## config.mk

```make
export PLATFORM = sky130hd
export DESIGN_NAME = tmc_timer_block
export DESIGN_NICKNAME = d
export VERILOG_FILES = /design/src/hw/tmc_pkg.sv /design/src/hw/tmc_fall_edge.sv /design/src/hw/tmc_tick_gen.sv /design/src/hw/tmc_timer_block.sv
export SDC_FILE = /design/constraint.sdc
export NUM_CORES = 1
export LEC_CHECK = 0
export ABC_AREA = 1
export BUFFER_PORTS_ARGS = -buffer_cell sky130_fd_sc_hd__buf_2
export CAP_MARGIN = 25
export CORE_MARGIN = 4
export CORE_UTILIZATION = 54
export DETAILED_ROUTE_END_ITERATION = 10
export GPL_TIMING_DRIVEN = 1
export MAX_ROUTING_LAYER = met4
export PLACE_DENSITY = 0.75
export RECOVER_POWER = 50
export SLEW_MARGIN = 20
export SYNTH_ARGS = -nofsm -noshare
export SYNTH_HDL_FRONTEND = slang
export SYNTH_HIERARCHICAL = 1
export SYNTH_SLANG_ARGS = --single-unit
```

## constraint.sdc

```tcl
create_clock -name sys_clk_i -period 3.1 [get_ports sys_clk_i]
set_clock_uncertainty 0.05 [all_clocks]
set_input_delay 0.155 -clock sys_clk_i [delete_from_list [all_inputs] [get_ports sys_clk_i]]
set_output_delay 0.155 -clock sys_clk_i [all_outputs]
set_load 0.01 [all_outputs]
```

## src/hw/tmc_pkg.sv

```systemverilog
package tmc_pkg;

  // Machine cycle is one twelfth of the oscillator clock
  localparam int unsigned CLK_HZ      = 10_000_000;
  localparam int unsigned MACHINE_DIV = 12;

  // Register addresses on the special function register port
  localparam logic [7:0] ADDR_TCON   = 8'h00;
  localparam logic [7:0] ADDR_TMOD   = 8'h01;
  localparam logic [7:0] ADDR_T0L    = 8'h02;
  localparam logic [7:0] ADDR_T0H    = 8'h03;
  localparam logic [7:0] ADDR_T1L    = 8'h04;
  localparam logic [7:0] ADDR_T1H    = 8'h05;
  localparam logic [7:0] ADDR_T3CTL  = 8'h06;
  localparam logic [7:0] ADDR_T3MODE = 8'h07;
  localparam logic [7:0] ADDR_POWER_CONTROL_REG   = 8'h08;
  localparam logic [7:0] ADDR_T3L    = 8'h09;
  localparam logic [7:0] ADDR_T3H    = 8'h0a;
  localparam logic [7:0] ADDR_CAPL   = 8'h0b;
  localparam logic [7:0] ADDR_CAPH   = 8'h0c;

  // Field positions
  localparam int unsigned DCEN_BIT    = 0;
  localparam int unsigned P2_RX_BIT   = 5;
  localparam int unsigned P2_TX_BIT   = 4;

  // Reset values
  localparam logic [7:0]  RESET_BYTE  = 8'h00;
  localparam logic [15:0] RESET_WORD  = 16'h0000;

  typedef enum logic [1:0] {
    MODE_13      = 2'b00,
    MODE_16      = 2'b01,
    MODE_RELOAD8 = 2'b10,
    MODE_SPLIT   = 2'b11
  } tmc_mode_e;

  typedef struct packed {
    logic      gate;
    logic      counter_mode;
    tmc_mode_e mode;
  } tmc_tmod_half_s;

  typedef struct packed {
    tmc_tmod_half_s t1;
    tmc_tmod_half_s t0;
  } tmc_tmod_s;

  typedef struct packed {
    logic       t1_overflow_flag;
    logic       t1_run_bit;
    logic       t0_overflow_flag;
    logic       t0_run_bit;
    logic [3:0] ext_irq_ctl;
  } tmc_tcon_s;

  typedef struct packed {
    logic t3_overflow_flag;
    logic t3_trigger_flag;
    logic rx_baud_select;
    logic tx_baud_select;
    logic t3_trigger_enable;
    logic t3_run_bit;
    logic t3_source_select;
    logic capture_or_reload_select;
  } tmc_t3ctl_s;

  typedef struct packed {
    logic port1_rx;
    logic port1_tx;
    logic port2_rx;
    logic port2_tx;
  } tmc_baud_s;

endpackage

```

## src/hw/tmc_fall_edge.sv

```systemverilog
module tmc_fall_edge (
  input  wire logic sys_clk_i,
  input  wire logic rst_i,
  input  wire logic tick_i,
  input  wire logic pin_i,
  output logic      fall_o
);
  import tmc_pkg::*;

  // Sampled once per machine cycle, so counting tops out at fosc/24
  logic last;

  always_ff @(posedge sys_clk_i or posedge rst_i) begin
    if (rst_i) begin
      last <= 1'b1;
    end else if (tick_i) begin
      last <= pin_i;
    end
  end

  assign fall_o = tick_i & last & ~pin_i;
endmodule

```

## src/hw/tmc_tick_gen.sv

```systemverilog
module tmc_tick_gen (
  input  wire logic sys_clk_i,
  input  wire logic rst_i,
  output logic      tick_o
);
  import tmc_pkg::*;

  localparam logic [3:0] LAST = 4'(MACHINE_DIV - 1);

  logic [3:0] phase;

  always_ff @(posedge sys_clk_i or posedge rst_i) begin
    if (rst_i) begin
      phase <= 4'h0;
    end else if (phase == LAST) begin
      phase <= 4'h0;
    end else begin
      phase <= phase + 4'h1;
    end
  end

  assign tick_o = (phase == LAST);
endmodule

```

## src/hw/tmc_timer_block.sv

```systemverilog
// Functional notes
// - Mode 2: low byte reloads from high
// - Second timer mode 3 freezes count
// - First timer mode 3: low byte own controls
// - Split high byte: machine cycles, second's bits
// - Second timer still feeds baud when split
// - Third timer source: cycles or pin edges
// - Capture mode: 16-bit count, overflow flag
// - Trigger fall copies count to capture
// - Up overflow reloads count from capture bytes; down-count underflow loads ffff
// - Trigger fall also reloads when enabled
// - Baud select forces auto-reload
// - Baud use suppresses overflow flag
// - Flags set by hardware, cleared by software
// - Trigger flag requests interrupt like overflow
// - Port one baud from third or second
// - Port two selects in power register
// - Trigger acts only enabled; in baud it only sets the flag
// - Run bit starts and holds third timer
// - Basic timer runs with run and gate
module tmc_timer_block (
  input  wire logic          sys_clk_i,
  input  wire logic          rst_i,
  input  wire logic [7:0]    sfr_addr_i,
  input  wire logic          sfr_wr_i,
  input  wire logic [7:0]    sfr_wdata_i,
  output logic [7:0]         sfr_rdata_o,
  input  wire logic          ext_irq_pin_a_i,
  input  wire logic          ext_irq_pin_b_i,
  input  wire logic          t0_count_pin_i,
  input  wire logic          t1_count_pin_i,
  input  wire logic          t3_count_pin_i,
  input  wire logic          t3_trigger_input_i,
  input  wire logic          t3_int_enable_i,
  output logic               t0_irq_o,
  output logic               t1_irq_o,
  output logic               t3_irq_o,
  output tmc_pkg::tmc_baud_s baud_o
);
  import tmc_pkg::*;

  function automatic logic wr_hit(input logic       wr,
                                  input logic [7:0] addr,
                                  input logic [7:0] target);
    return wr && (addr == target);
  endfunction

  tmc_tcon_s  tcon;
  tmc_tmod_s  tmod;
  tmc_t3ctl_s t3ctl;
  logic [7:0] t0_low_byte;
  logic [7:0] t0_high_byte;
  logic [7:0] t1_low_byte;
  logic [7:0] t1_high_byte;
  logic [7:0] t3_mode_reg;
  logic [7:0] power_control_reg;
  logic [15:0] t3_cnt;
  logic [15:0] t3_cap;

  logic tick;
  logic t0_fall;
  logic t1_fall;
  logic t3_fall;
  logic trig_fall;

  tmc_tick_gen u_tick (
    .sys_clk_i (sys_clk_i),
    .rst_i     (rst_i),
    .tick_o    (tick)
  );

  tmc_fall_edge u_t0_pin (
    .sys_clk_i (sys_clk_i),
    .rst_i     (rst_i),
    .tick_i    (tick),
    .pin_i     (t0_count_pin_i),
    .fall_o    (t0_fall)
  );

  tmc_fall_edge u_t1_pin (
    .sys_clk_i (sys_clk_i),
    .rst_i     (rst_i),
    .tick_i    (tick),
    .pin_i     (t1_count_pin_i),
    .fall_o    (t1_fall)
  );

  tmc_fall_edge u_t3_pin (
    .sys_clk_i (sys_clk_i),
    .rst_i     (rst_i),
    .tick_i    (tick),
    .pin_i     (t3_count_pin_i),
    .fall_o    (t3_fall)
  );

  tmc_fall_edge u_trig_pin (
    .sys_clk_i (sys_clk_i),
    .rst_i     (rst_i),
    .tick_i    (tick),
    .pin_i     (t3_trigger_input_i),
    .fall_o    (trig_fall)
  );

  // Basic timers
  logic split;
  logic t0_en;
  logic t1_en;
  logic th0_en;
  logic t0_ovf;
  logic t1_ovf;
  logic th0_ovf;
  logic t1_flag_set;
  logic [7:0] next_t0_low;
  logic [7:0] next_t0_high;
  logic [7:0] next_t1_low;
  logic [7:0] next_t1_high;

  assign split  = (tmod.t0.mode == MODE_SPLIT);
  assign t0_en  = tcon.t0_run_bit & (~tmod.t0.gate | ext_irq_pin_a_i) &
                  (tmod.t0.counter_mode ? t0_fall : tick);
  assign t1_en  = tcon.t1_run_bit & (~tmod.t1.gate | ext_irq_pin_b_i) &
                  (tmod.t1.counter_mode ? t1_fall : tick) &
                  (tmod.t1.mode != MODE_SPLIT);
  assign th0_en = split & tcon.t1_run_bit & tick;
  // Split high byte owns the second timer's flag
  assign t1_flag_set = split ? th0_ovf : t1_ovf;

  // Modes 0 and 1 both run the full 16 bits here
  always_comb begin
    next_t0_low  = t0_low_byte;
    next_t0_high = t0_high_byte;
    t0_ovf       = 1'b0;
    th0_ovf      = 1'b0;
    case (tmod.t0.mode)
      MODE_RELOAD8: begin
        if (t0_en) begin
          if (t0_low_byte == 8'hff) begin
            next_t0_low = t0_high_byte;
            t0_ovf      = 1'b1;
          end else begin
            next_t0_low = t0_low_byte + 8'h01;
          end
        end
      end
      MODE_SPLIT: begin
        if (t0_en) begin
          {t0_ovf, next_t0_low} = {1'b0, t0_low_byte} + 9'h001;
        end
        if (th0_en) begin
          {th0_ovf, next_t0_high} = {1'b0, t0_high_byte} + 9'h001;
        end
      end
      default: begin
        if (t0_en) begin
          {t0_ovf, next_t0_high, next_t0_low} =
            {1'b0, t0_high_byte, t0_low_byte} + 17'h00001;
        end
      end
    endcase
  end

  always_comb begin
    next_t1_low  = t1_low_byte;
    next_t1_high = t1_high_byte;
    t1_ovf       = 1'b0;
    if (t1_en) begin
      if (tmod.t1.mode == MODE_RELOAD8) begin
        if (t1_low_byte == 8'hff) begin
          next_t1_low = t1_high_byte;
          t1_ovf      = 1'b1;
        end else begin
          next_t1_low = t1_low_byte + 8'h01;
        end
      end else begin
        {t1_ovf, next_t1_high, next_t1_low} =
          {1'b0, t1_high_byte, t1_low_byte} + 17'h00001;
      end
    end
  end

  always_ff @(posedge sys_clk_i or posedge rst_i) begin
    if (rst_i) begin
      t0_low_byte  <= RESET_BYTE;
      t0_high_byte <= RESET_BYTE;
      t1_low_byte  <= RESET_BYTE;
      t1_high_byte <= RESET_BYTE;
    end else begin
      t0_low_byte  <= wr_hit(sfr_wr_i, sfr_addr_i, ADDR_T0L) ?
                      sfr_wdata_i : next_t0_low;
      t0_high_byte <= wr_hit(sfr_wr_i, sfr_addr_i, ADDR_T0H) ?
                      sfr_wdata_i : next_t0_high;
      t1_low_byte  <= wr_hit(sfr_wr_i, sfr_addr_i, ADDR_T1L) ?
                      sfr_wdata_i : next_t1_low;
      t1_high_byte <= wr_hit(sfr_wr_i, sfr_addr_i, ADDR_T1H) ?
                      sfr_wdata_i : next_t1_high;
    end
  end

  // Hardware set wins over a software clear in the same cycle
  always_ff @(posedge sys_clk_i or posedge rst_i) begin
    if (rst_i) begin
      tcon <= tmc_tcon_s'(RESET_BYTE);
      tmod <= tmc_tmod_s'(RESET_BYTE);
    end else begin
      if (wr_hit(sfr_wr_i, sfr_addr_i, ADDR_TMOD)) begin
        tmod <= tmc_tmod_s'(sfr_wdata_i);
      end
      if (wr_hit(sfr_wr_i, sfr_addr_i, ADDR_TCON)) begin
        tcon <= tmc_tcon_s'(sfr_wdata_i);
      end
      if (t0_ovf) begin
        tcon.t0_overflow_flag <= 1'b1;
      end
      if (t1_flag_set) begin
        tcon.t1_overflow_flag <= 1'b1;
      end
    end
  end

  // Third timer
  logic baud;
  logic reload_mode;
  logic down_mode;
  logic down;
  logic t3_en;
  logic up_ovf;
  logic dn_ovf;
  logic t3_ovf;
  logic trig_act;
  logic trig_flag_set;
  logic [15:0] next_t3_cnt;

  assign baud = t3ctl.rx_baud_select | t3ctl.tx_baud_select |
                power_control_reg[P2_RX_BIT] |
                power_control_reg[P2_TX_BIT];
  assign reload_mode = baud | ~t3ctl.capture_or_reload_select;
  assign down_mode   = ~baud & ~t3ctl.capture_or_reload_select &
                       t3_mode_reg[DCEN_BIT];
  assign down  = down_mode & ~t3_trigger_input_i;
  assign t3_en = t3ctl.t3_run_bit &
                 (t3ctl.t3_source_select ? t3_fall : tick);
  assign up_ovf = t3_en & ~down & (t3_cnt == 16'hffff);
  assign dn_ovf = t3_en & down & (t3_cnt == t3_cap);
  assign t3_ovf = up_ovf | dn_ovf;
  // Trigger pin is the direction in down-count mode, never an event
  assign trig_act = t3ctl.t3_trigger_enable & trig_fall & ~baud &
                    ~down_mode;
  assign trig_flag_set = t3ctl.t3_trigger_enable & trig_fall &
                         ~down_mode;

  always_comb begin
    next_t3_cnt = t3_cnt;
    if (trig_act && reload_mode) begin
      next_t3_cnt = t3_cap;
    end else if (up_ovf) begin
      next_t3_cnt = reload_mode ? t3_cap : 16'h0000;
    end else if (dn_ovf) begin
      next_t3_cnt = 16'hffff;
    end else if (t3_en) begin
      next_t3_cnt = down ? t3_cnt - 16'h0001 : t3_cnt + 16'h0001;
    end
  end

  always_ff @(posedge sys_clk_i or posedge rst_i) begin
    if (rst_i) begin
      t3_cnt <= RESET_WORD;
    end else if (wr_hit(sfr_wr_i, sfr_addr_i, ADDR_T3L)) begin
      t3_cnt <= {t3_cnt[15:8], sfr_wdata_i};
    end else if (wr_hit(sfr_wr_i, sfr_addr_i, ADDR_T3H)) begin
      t3_cnt <= {sfr_wdata_i, t3_cnt[7:0]};
    end else begin
      t3_cnt <= next_t3_cnt;
    end
  end

  always_ff @(posedge sys_clk_i or posedge rst_i) begin
    if (rst_i) begin
      t3_cap <= RESET_WORD;
    end else if (trig_act && !reload_mode) begin
      t3_cap <= t3_cnt;
    end else if (wr_hit(sfr_wr_i, sfr_addr_i, ADDR_CAPL)) begin
      t3_cap <= {t3_cap[15:8], sfr_wdata_i};
    end else if (wr_hit(sfr_wr_i, sfr_addr_i, ADDR_CAPH)) begin
      t3_cap <= {sfr_wdata_i, t3_cap[7:0]};
    end
  end

  always_ff @(posedge sys_clk_i or posedge rst_i) begin
    if (rst_i) begin
      t3ctl             <= tmc_t3ctl_s'(RESET_BYTE);
      t3_mode_reg       <= RESET_BYTE;
      power_control_reg <= RESET_BYTE;
    end else begin
      if (wr_hit(sfr_wr_i, sfr_addr_i, ADDR_T3CTL)) begin
        t3ctl <= tmc_t3ctl_s'(sfr_wdata_i);
      end
      if (wr_hit(sfr_wr_i, sfr_addr_i, ADDR_T3MODE)) begin
        t3_mode_reg <= sfr_wdata_i;
      end
      if (wr_hit(sfr_wr_i, sfr_addr_i, ADDR_POWER_CONTROL_REG)) begin
        power_control_reg <= sfr_wdata_i;
      end
      if (t3_ovf && !baud) begin
        t3ctl.t3_overflow_flag <= 1'b1;
      end
      if (trig_flag_set) begin
        t3ctl.t3_trigger_flag <= 1'b1;
      end
    end
  end

  // Baud pulses, registered so the serial ports see clean strobes
  always_ff @(posedge sys_clk_i or posedge rst_i) begin
    if (rst_i) begin
      baud_o <= '0;
    end else begin
      baud_o.port1_rx <= t3ctl.rx_baud_select ? t3_ovf : t1_ovf;
      baud_o.port1_tx <= t3ctl.tx_baud_select ? t3_ovf : t1_ovf;
      baud_o.port2_rx <= power_control_reg[P2_RX_BIT] ?
                         t3_ovf : t1_ovf;
      baud_o.port2_tx <= power_control_reg[P2_TX_BIT] ?
                         t3_ovf : t1_ovf;
    end
  end

  assign t0_irq_o = tcon.t0_overflow_flag;
  assign t1_irq_o = tcon.t1_overflow_flag;
  assign t3_irq_o = t3_int_enable_i &
                    (t3ctl.t3_overflow_flag | t3ctl.t3_trigger_flag);

  always_ff @(posedge sys_clk_i or posedge rst_i) begin
    if (rst_i) begin
      sfr_rdata_o <= RESET_BYTE;
    end else if (sfr_addr_i == ADDR_TCON) begin
      sfr_rdata_o <= tcon;
    end else if (sfr_addr_i == ADDR_TMOD) begin
      sfr_rdata_o <= tmod;
    end else if (sfr_addr_i == ADDR_T0L) begin
      sfr_rdata_o <= t0_low_byte;
    end else if (sfr_addr_i == ADDR_T0H) begin
      sfr_rdata_o <= t0_high_byte;
    end else if (sfr_addr_i == ADDR_T1L) begin
      sfr_rdata_o <= t1_low_byte;
    end else if (sfr_addr_i == ADDR_T1H) begin
      sfr_rdata_o <= t1_high_byte;
    end else if (sfr_addr_i == ADDR_T3CTL) begin
      sfr_rdata_o <= t3ctl;
    end else if (sfr_addr_i == ADDR_T3MODE) begin
      sfr_rdata_o <= t3_mode_reg;
    end else if (sfr_addr_i == ADDR_POWER_CONTROL_REG) begin
      sfr_rdata_o <= power_control_reg;
    end else if (sfr_addr_i == ADDR_T3L) begin
      sfr_rdata_o <= t3_cnt[7:0];
    end else if (sfr_addr_i == ADDR_T3H) begin
      sfr_rdata_o <= t3_cnt[15:8];
    end else if (sfr_addr_i == ADDR_CAPL) begin
      sfr_rdata_o <= t3_cap[7:0];
    end else if (sfr_addr_i == ADDR_CAPH) begin
      sfr_rdata_o <= t3_cap[15:8];
    end else begin
      sfr_rdata_o <= 8'h00;
    end
  end

  reload8_low_a: assert property (@(posedge sys_clk_i) disable iff (rst_i)
    (tmod.t0.mode == MODE_RELOAD8 && t0_en && t0_low_byte == 8'hff &&
     !sfr_wr_i) |=> (t0_low_byte == $past(t0_high_byte) &&
                     tcon.t0_overflow_flag))
    else $error("mode 2 reload failed");

  t1_freeze_a: assert property (@(posedge sys_clk_i) disable iff (rst_i)
    (tmod.t1.mode == MODE_SPLIT && !sfr_wr_i) |=>
      $stable({t1_high_byte, t1_low_byte}))
    else $error("second timer moved in mode 3");

  split_high_a: assert property (@(posedge sys_clk_i) disable iff (rst_i)
    (split && tcon.t1_run_bit && tick && t0_high_byte == 8'hff &&
     !sfr_wr_i) |=> (tcon.t1_overflow_flag && t0_high_byte == 8'h00))
    else $error("split high byte overflow lost");

  t3_hold_a: assert property (@(posedge sys_clk_i) disable iff (rst_i)
    (!t3ctl.t3_run_bit && !trig_act && !sfr_wr_i) |=> $stable(t3_cnt))
    else $error("third timer moved while stopped");

  capture_copy_a: assert property (@(posedge sys_clk_i) disable iff (rst_i)
    (trig_act && !reload_mode) |=>
      (t3_cap == $past(t3_cnt) && t3ctl.t3_trigger_flag))
    else $error("capture did not copy count");

  ovf_reload_a: assert property (@(posedge sys_clk_i) disable iff (rst_i)
    (up_ovf && reload_mode && !trig_act && !sfr_wr_i) |=>
      (t3_cnt == $past(t3_cap)))
    else $error("overflow reload wrong");

  baud_noflag_a: assert property (@(posedge sys_clk_i) disable iff (rst_i)
    (baud && !t3ctl.t3_overflow_flag && !sfr_wr_i) |=>
      !t3ctl.t3_overflow_flag)
    else $error("overflow flag set in baud use");

  trig_ignore_a: assert property (@(posedge sys_clk_i) disable iff (rst_i)
    (!t3ctl.t3_trigger_enable && !t3ctl.t3_trigger_flag && !sfr_wr_i)
      |=> !t3ctl.t3_trigger_flag)
    else $error("trigger flag set while disabled");

  route_port1_a: assert property (@(posedge sys_clk_i) disable iff (rst_i)
    (t3ctl.rx_baud_select && t3_ovf) |=> ##0 baud_o.port1_rx ##1
      !baud_o.port1_rx || $past(t3_ovf))
    else $error("port one receive clock not routed");

  t3_irq_a: assert property (@(posedge sys_clk_i) disable iff (rst_i)
    (t3_int_enable_i && t3ctl.t3_trigger_flag) |-> t3_irq_o)
    else $error("trigger flag did not request interrupt");
endmodule
```

==> flow_summary.yaml <==
outcome:
  status: "finished with violations"
  violations: "capacitance limit, slew limit"
worst_hold_path:
  holdPathStages: 3
  hold_start: "sfr_wdata_i[5]"
  hold_class: "in2reg"
setup_path:
  critPathSlowestCell: "dfrtp_1"
  required_ps: 3360
  crit_arrival_ps: 3130
  worstPathMaxFanout: 13
  path_cells: "ha_1 > nand3_1 > clkinvlp_4 > nand2_1 > nor2_1 > or2_2 > nand2_1 > nor2_1 > nand3_2 > o21ai_2 > inv_4 > nand3_1 > nand2_1 > nand2_1 > nand2_1 > a21oi_1"
  max_stage_delay_ps: 400
  r2r_cells: 16
  crit_type: "reg2reg"
  worstSetupStartpoint: "u_tick/phase[0]"
  r2r_start: "u_tick/phase[0]"
  crit_path_end_kind: "flip-flop"
  crit_top_cell: "nand2_1"
  startpoint_type: "flip-flop"
synth:
  synth_cell_types: 49
  async_reset_ff_share_pct: 100
  synth_ff_type: "dfrtp_1"
  avgSynthCellArea_um2: 6.82
  netlist_instances: 1256
  synth-seq-cells: 124
  yosysWarnings: 6
  netlist_area_um2: 8560
  syn_nets: 1287
  seq_area_frac_synth_pct: 36.3
  synth_edf_count: 0
routing:
  drc: 0
  first_pass_iters: 6
  wl_per_cell_um: 20.0
  totalWireLength_mm: 30.6
  viasPerCell: 6.05
  ant_nets: 0
  vias: 9225
  drtIter0Drc: 1081
sta:
  worst_slack_ps: 230
  worst_pin_slew_ps: 1550
  setup_violations: 0
  max_freq_mhz: 348
  hold_violations: 0
  slew_violations: 64
  layout_min_cycle_time_ps: 2870
  min_period_over_period_pct: 92.6
  slew_headroom_pct: -3.01
clock_tree:
  htreeDepth: 4
  root_buffer: "clkbuf_16"
  cts_buffers: 17
  clockBufferDepth: 2
  cts.clk_slew.worst_paths_ps: 60
  clock_latency_ps: 430
  cts.sinks: 124
  cts_tree: "built"
floorplanning:
  fp.dieArea_um2: 17900
  chipHeight_um: 134
  ios: 41
  die_width_um: 134
  num_rows: 45
  core_um2: 15400
  start_util_pct: 55.7
power_and_ir_drop:
  power.switching_mw: 1.85
  p_int_mw: 3.50
  power.density_nw_per_um2: 553
  p_sw_share_pct: 34.6
  p_seq_share_pct: 38.5
  power.share.combinational_pct: 20.4
  p_leak_nw: 4.65
  ir_worst_vdd_mv: 0.489
  power_frac_clock_pct: 41.1
cells_and_area:
  reg_top3: "t3_cap x16, t3_cnt x16"
  final_common_cell: "nand2_1"
  drive_above_1_share_pct: 9.52
  fin_cells: 1524
  post-route-util_pct: 62.9
  fillerInstances: 1457
  final_nets: 1331
  n_antenna_cell: 0
  regArea_um2: 3110
  syn2layout_area_growth_pct: 12.9
  final_cell_mix: "nand2_1 (363), inv_1 (157), dfrtp_1 (120)"
  multi_input_comb_area_um2: 4590
grt:
  grt_max_degree: 64
  grt_pass1_vias: 8434
  grt_pass1_wl_mm: 47.9
  gr-usage-all-layers_pct: 35.5
  grt_overflow: 0
  antenna_found_initial: 0
place:
  io_buffer_count: 40
  gp_congestion: 1.04
  dpl.hpwl_mm: 22.6
  dp_slack_ps: 187
  placedCellCount: 1487
flow_run:
  timing.max_cap.violations: 1
-- kinds of logic (layout without fill, tap and decap cells) --
kind of cell	after synthesis	count (layout)	synth area share (%)
simple gates	628	628	31.4
compound gates	248	248	17.8
buf+inv	216	273	10.2
flops	124	124	36.3
xor+xnor	35	35	3.67
fa+ha+maj	5	5	0.731
-- final cells by class --
class / instances / share of cell area (%)
clock buffer: 20 / 4.72
clock inverter: 12 / 1.90
inverter: 170 / 6.70
multi-input combinational: 916 / 47.5
sequential: 124 / 32.2
tap: 211 / 2.73
timing repair buffer: 71 / 4.32
-- layer usage --
metal	global-route usage (%)	vias up	part of all wire, %
li1	-	4254	-
met1	51.5	4292	43
met2	47.8	599	41
met3	10.7	80	13
met4	9.94	0	3.1
met5	-	-	0
-- worst paths after layout --
check,to,slack (ps)
max,t3_cnt[9],230
min,t3ctl[5],40
max reg2reg,t3_cnt[9],230
min reg2reg,u_t0_pin/last,410
max in group asynchronous,t3_cap[13],1140
min in group asynchronous,u_tick/phase[3],260
-- synth_stat cells (2+ instances only) --
cell type  count  area share [%]
xor2_1        26             2.7
a21oi_1       60             3.5
nand3_1       73             4.3
nor3_2         2            0.23
a31oi_1        4            0.29
nor4_2         2            0.29
dfrtp_1      120              35
o21ai_0       95             5.6
o22ai_1        2            0.15
buf_2         17            0.99
clkbuf_1      20            0.88
nand3b_1       2            0.18
a211oi_1       2            0.18
clkinv_1       4            0.18
buf_1          3            0.13
nand3_2        2            0.23
nand4_1       31             2.3
xnor2_1        8            0.82
o41ai_1       10             1.0
inv_2          7            0.31
o211ai_1      14             1.2
ha_1           5            0.73
nor2_4         2            0.26
o21a_1         2            0.18
buf_6          4            0.53
nor2_2         7            0.51
o21ai_1        5            0.29
dfstp_2        4             1.2
nor3_1        17            0.99
o221ai_1      32             3.3
o2111ai_1      2            0.20
nand2_1      363              16
nand2_2       10            0.73
nor2_1       105             4.6
nor4_1        10            0.73
a221oi_1       3            0.31
buf_4          2            0.18
a22oi_1       10            0.88
inv_1        159             7.0
-- stage by stage --
stage               TNS [ps]  power [mW]  hold slack [ps]  instance area [um^2]
floorplan                  0        2.73             -129                  8570
global placement           0        3.11             66.7                  9010
detailed placement         0        3.10             77.1                  9010
CTS                        0        5.30             20.1                  9700
global route           -6.78        5.53             37.4                  9670
finish                     0        5.34             42.0                  9670
-- repair_timing --
action | in CTS | in global routing
hold buffers | 5 | 0
resized for setup | 0 | 3
hold endpoints to repair | 75 | 0
buffers inserted | 0 | 0
endpoints found under the setup margin | 0 | 4
-- worst max-delay path: cells and delay by family, from the launching register on --
| kind | cells | cell delay (ps) |
|---|---|---|
| AO/OA/AOI/OAI | 2 | 180 |
| adder cells (fa/ha/maj) | 1 | 240 |
| buffers and inverters | 2 | 430 |
| flip-flops | 1 | 400 |
| AND/OR/NAND/NOR | 11 | 1440 |
-- power by group through the flow --
stage          clock network (mW)  logic (mW)  registers (mW)
2_1_floorplan                   0       0.868            1.86
3_3_place_gp                    0        1.04            2.06
3_5_place_dp                    0        1.04            2.06
4_1_cts                      2.21        1.06            2.03
5_1_grt                      2.28        1.19            2.06
6_report                     2.20        1.09            2.06
No activity file was read; power rests on OpenSTA's default activity.
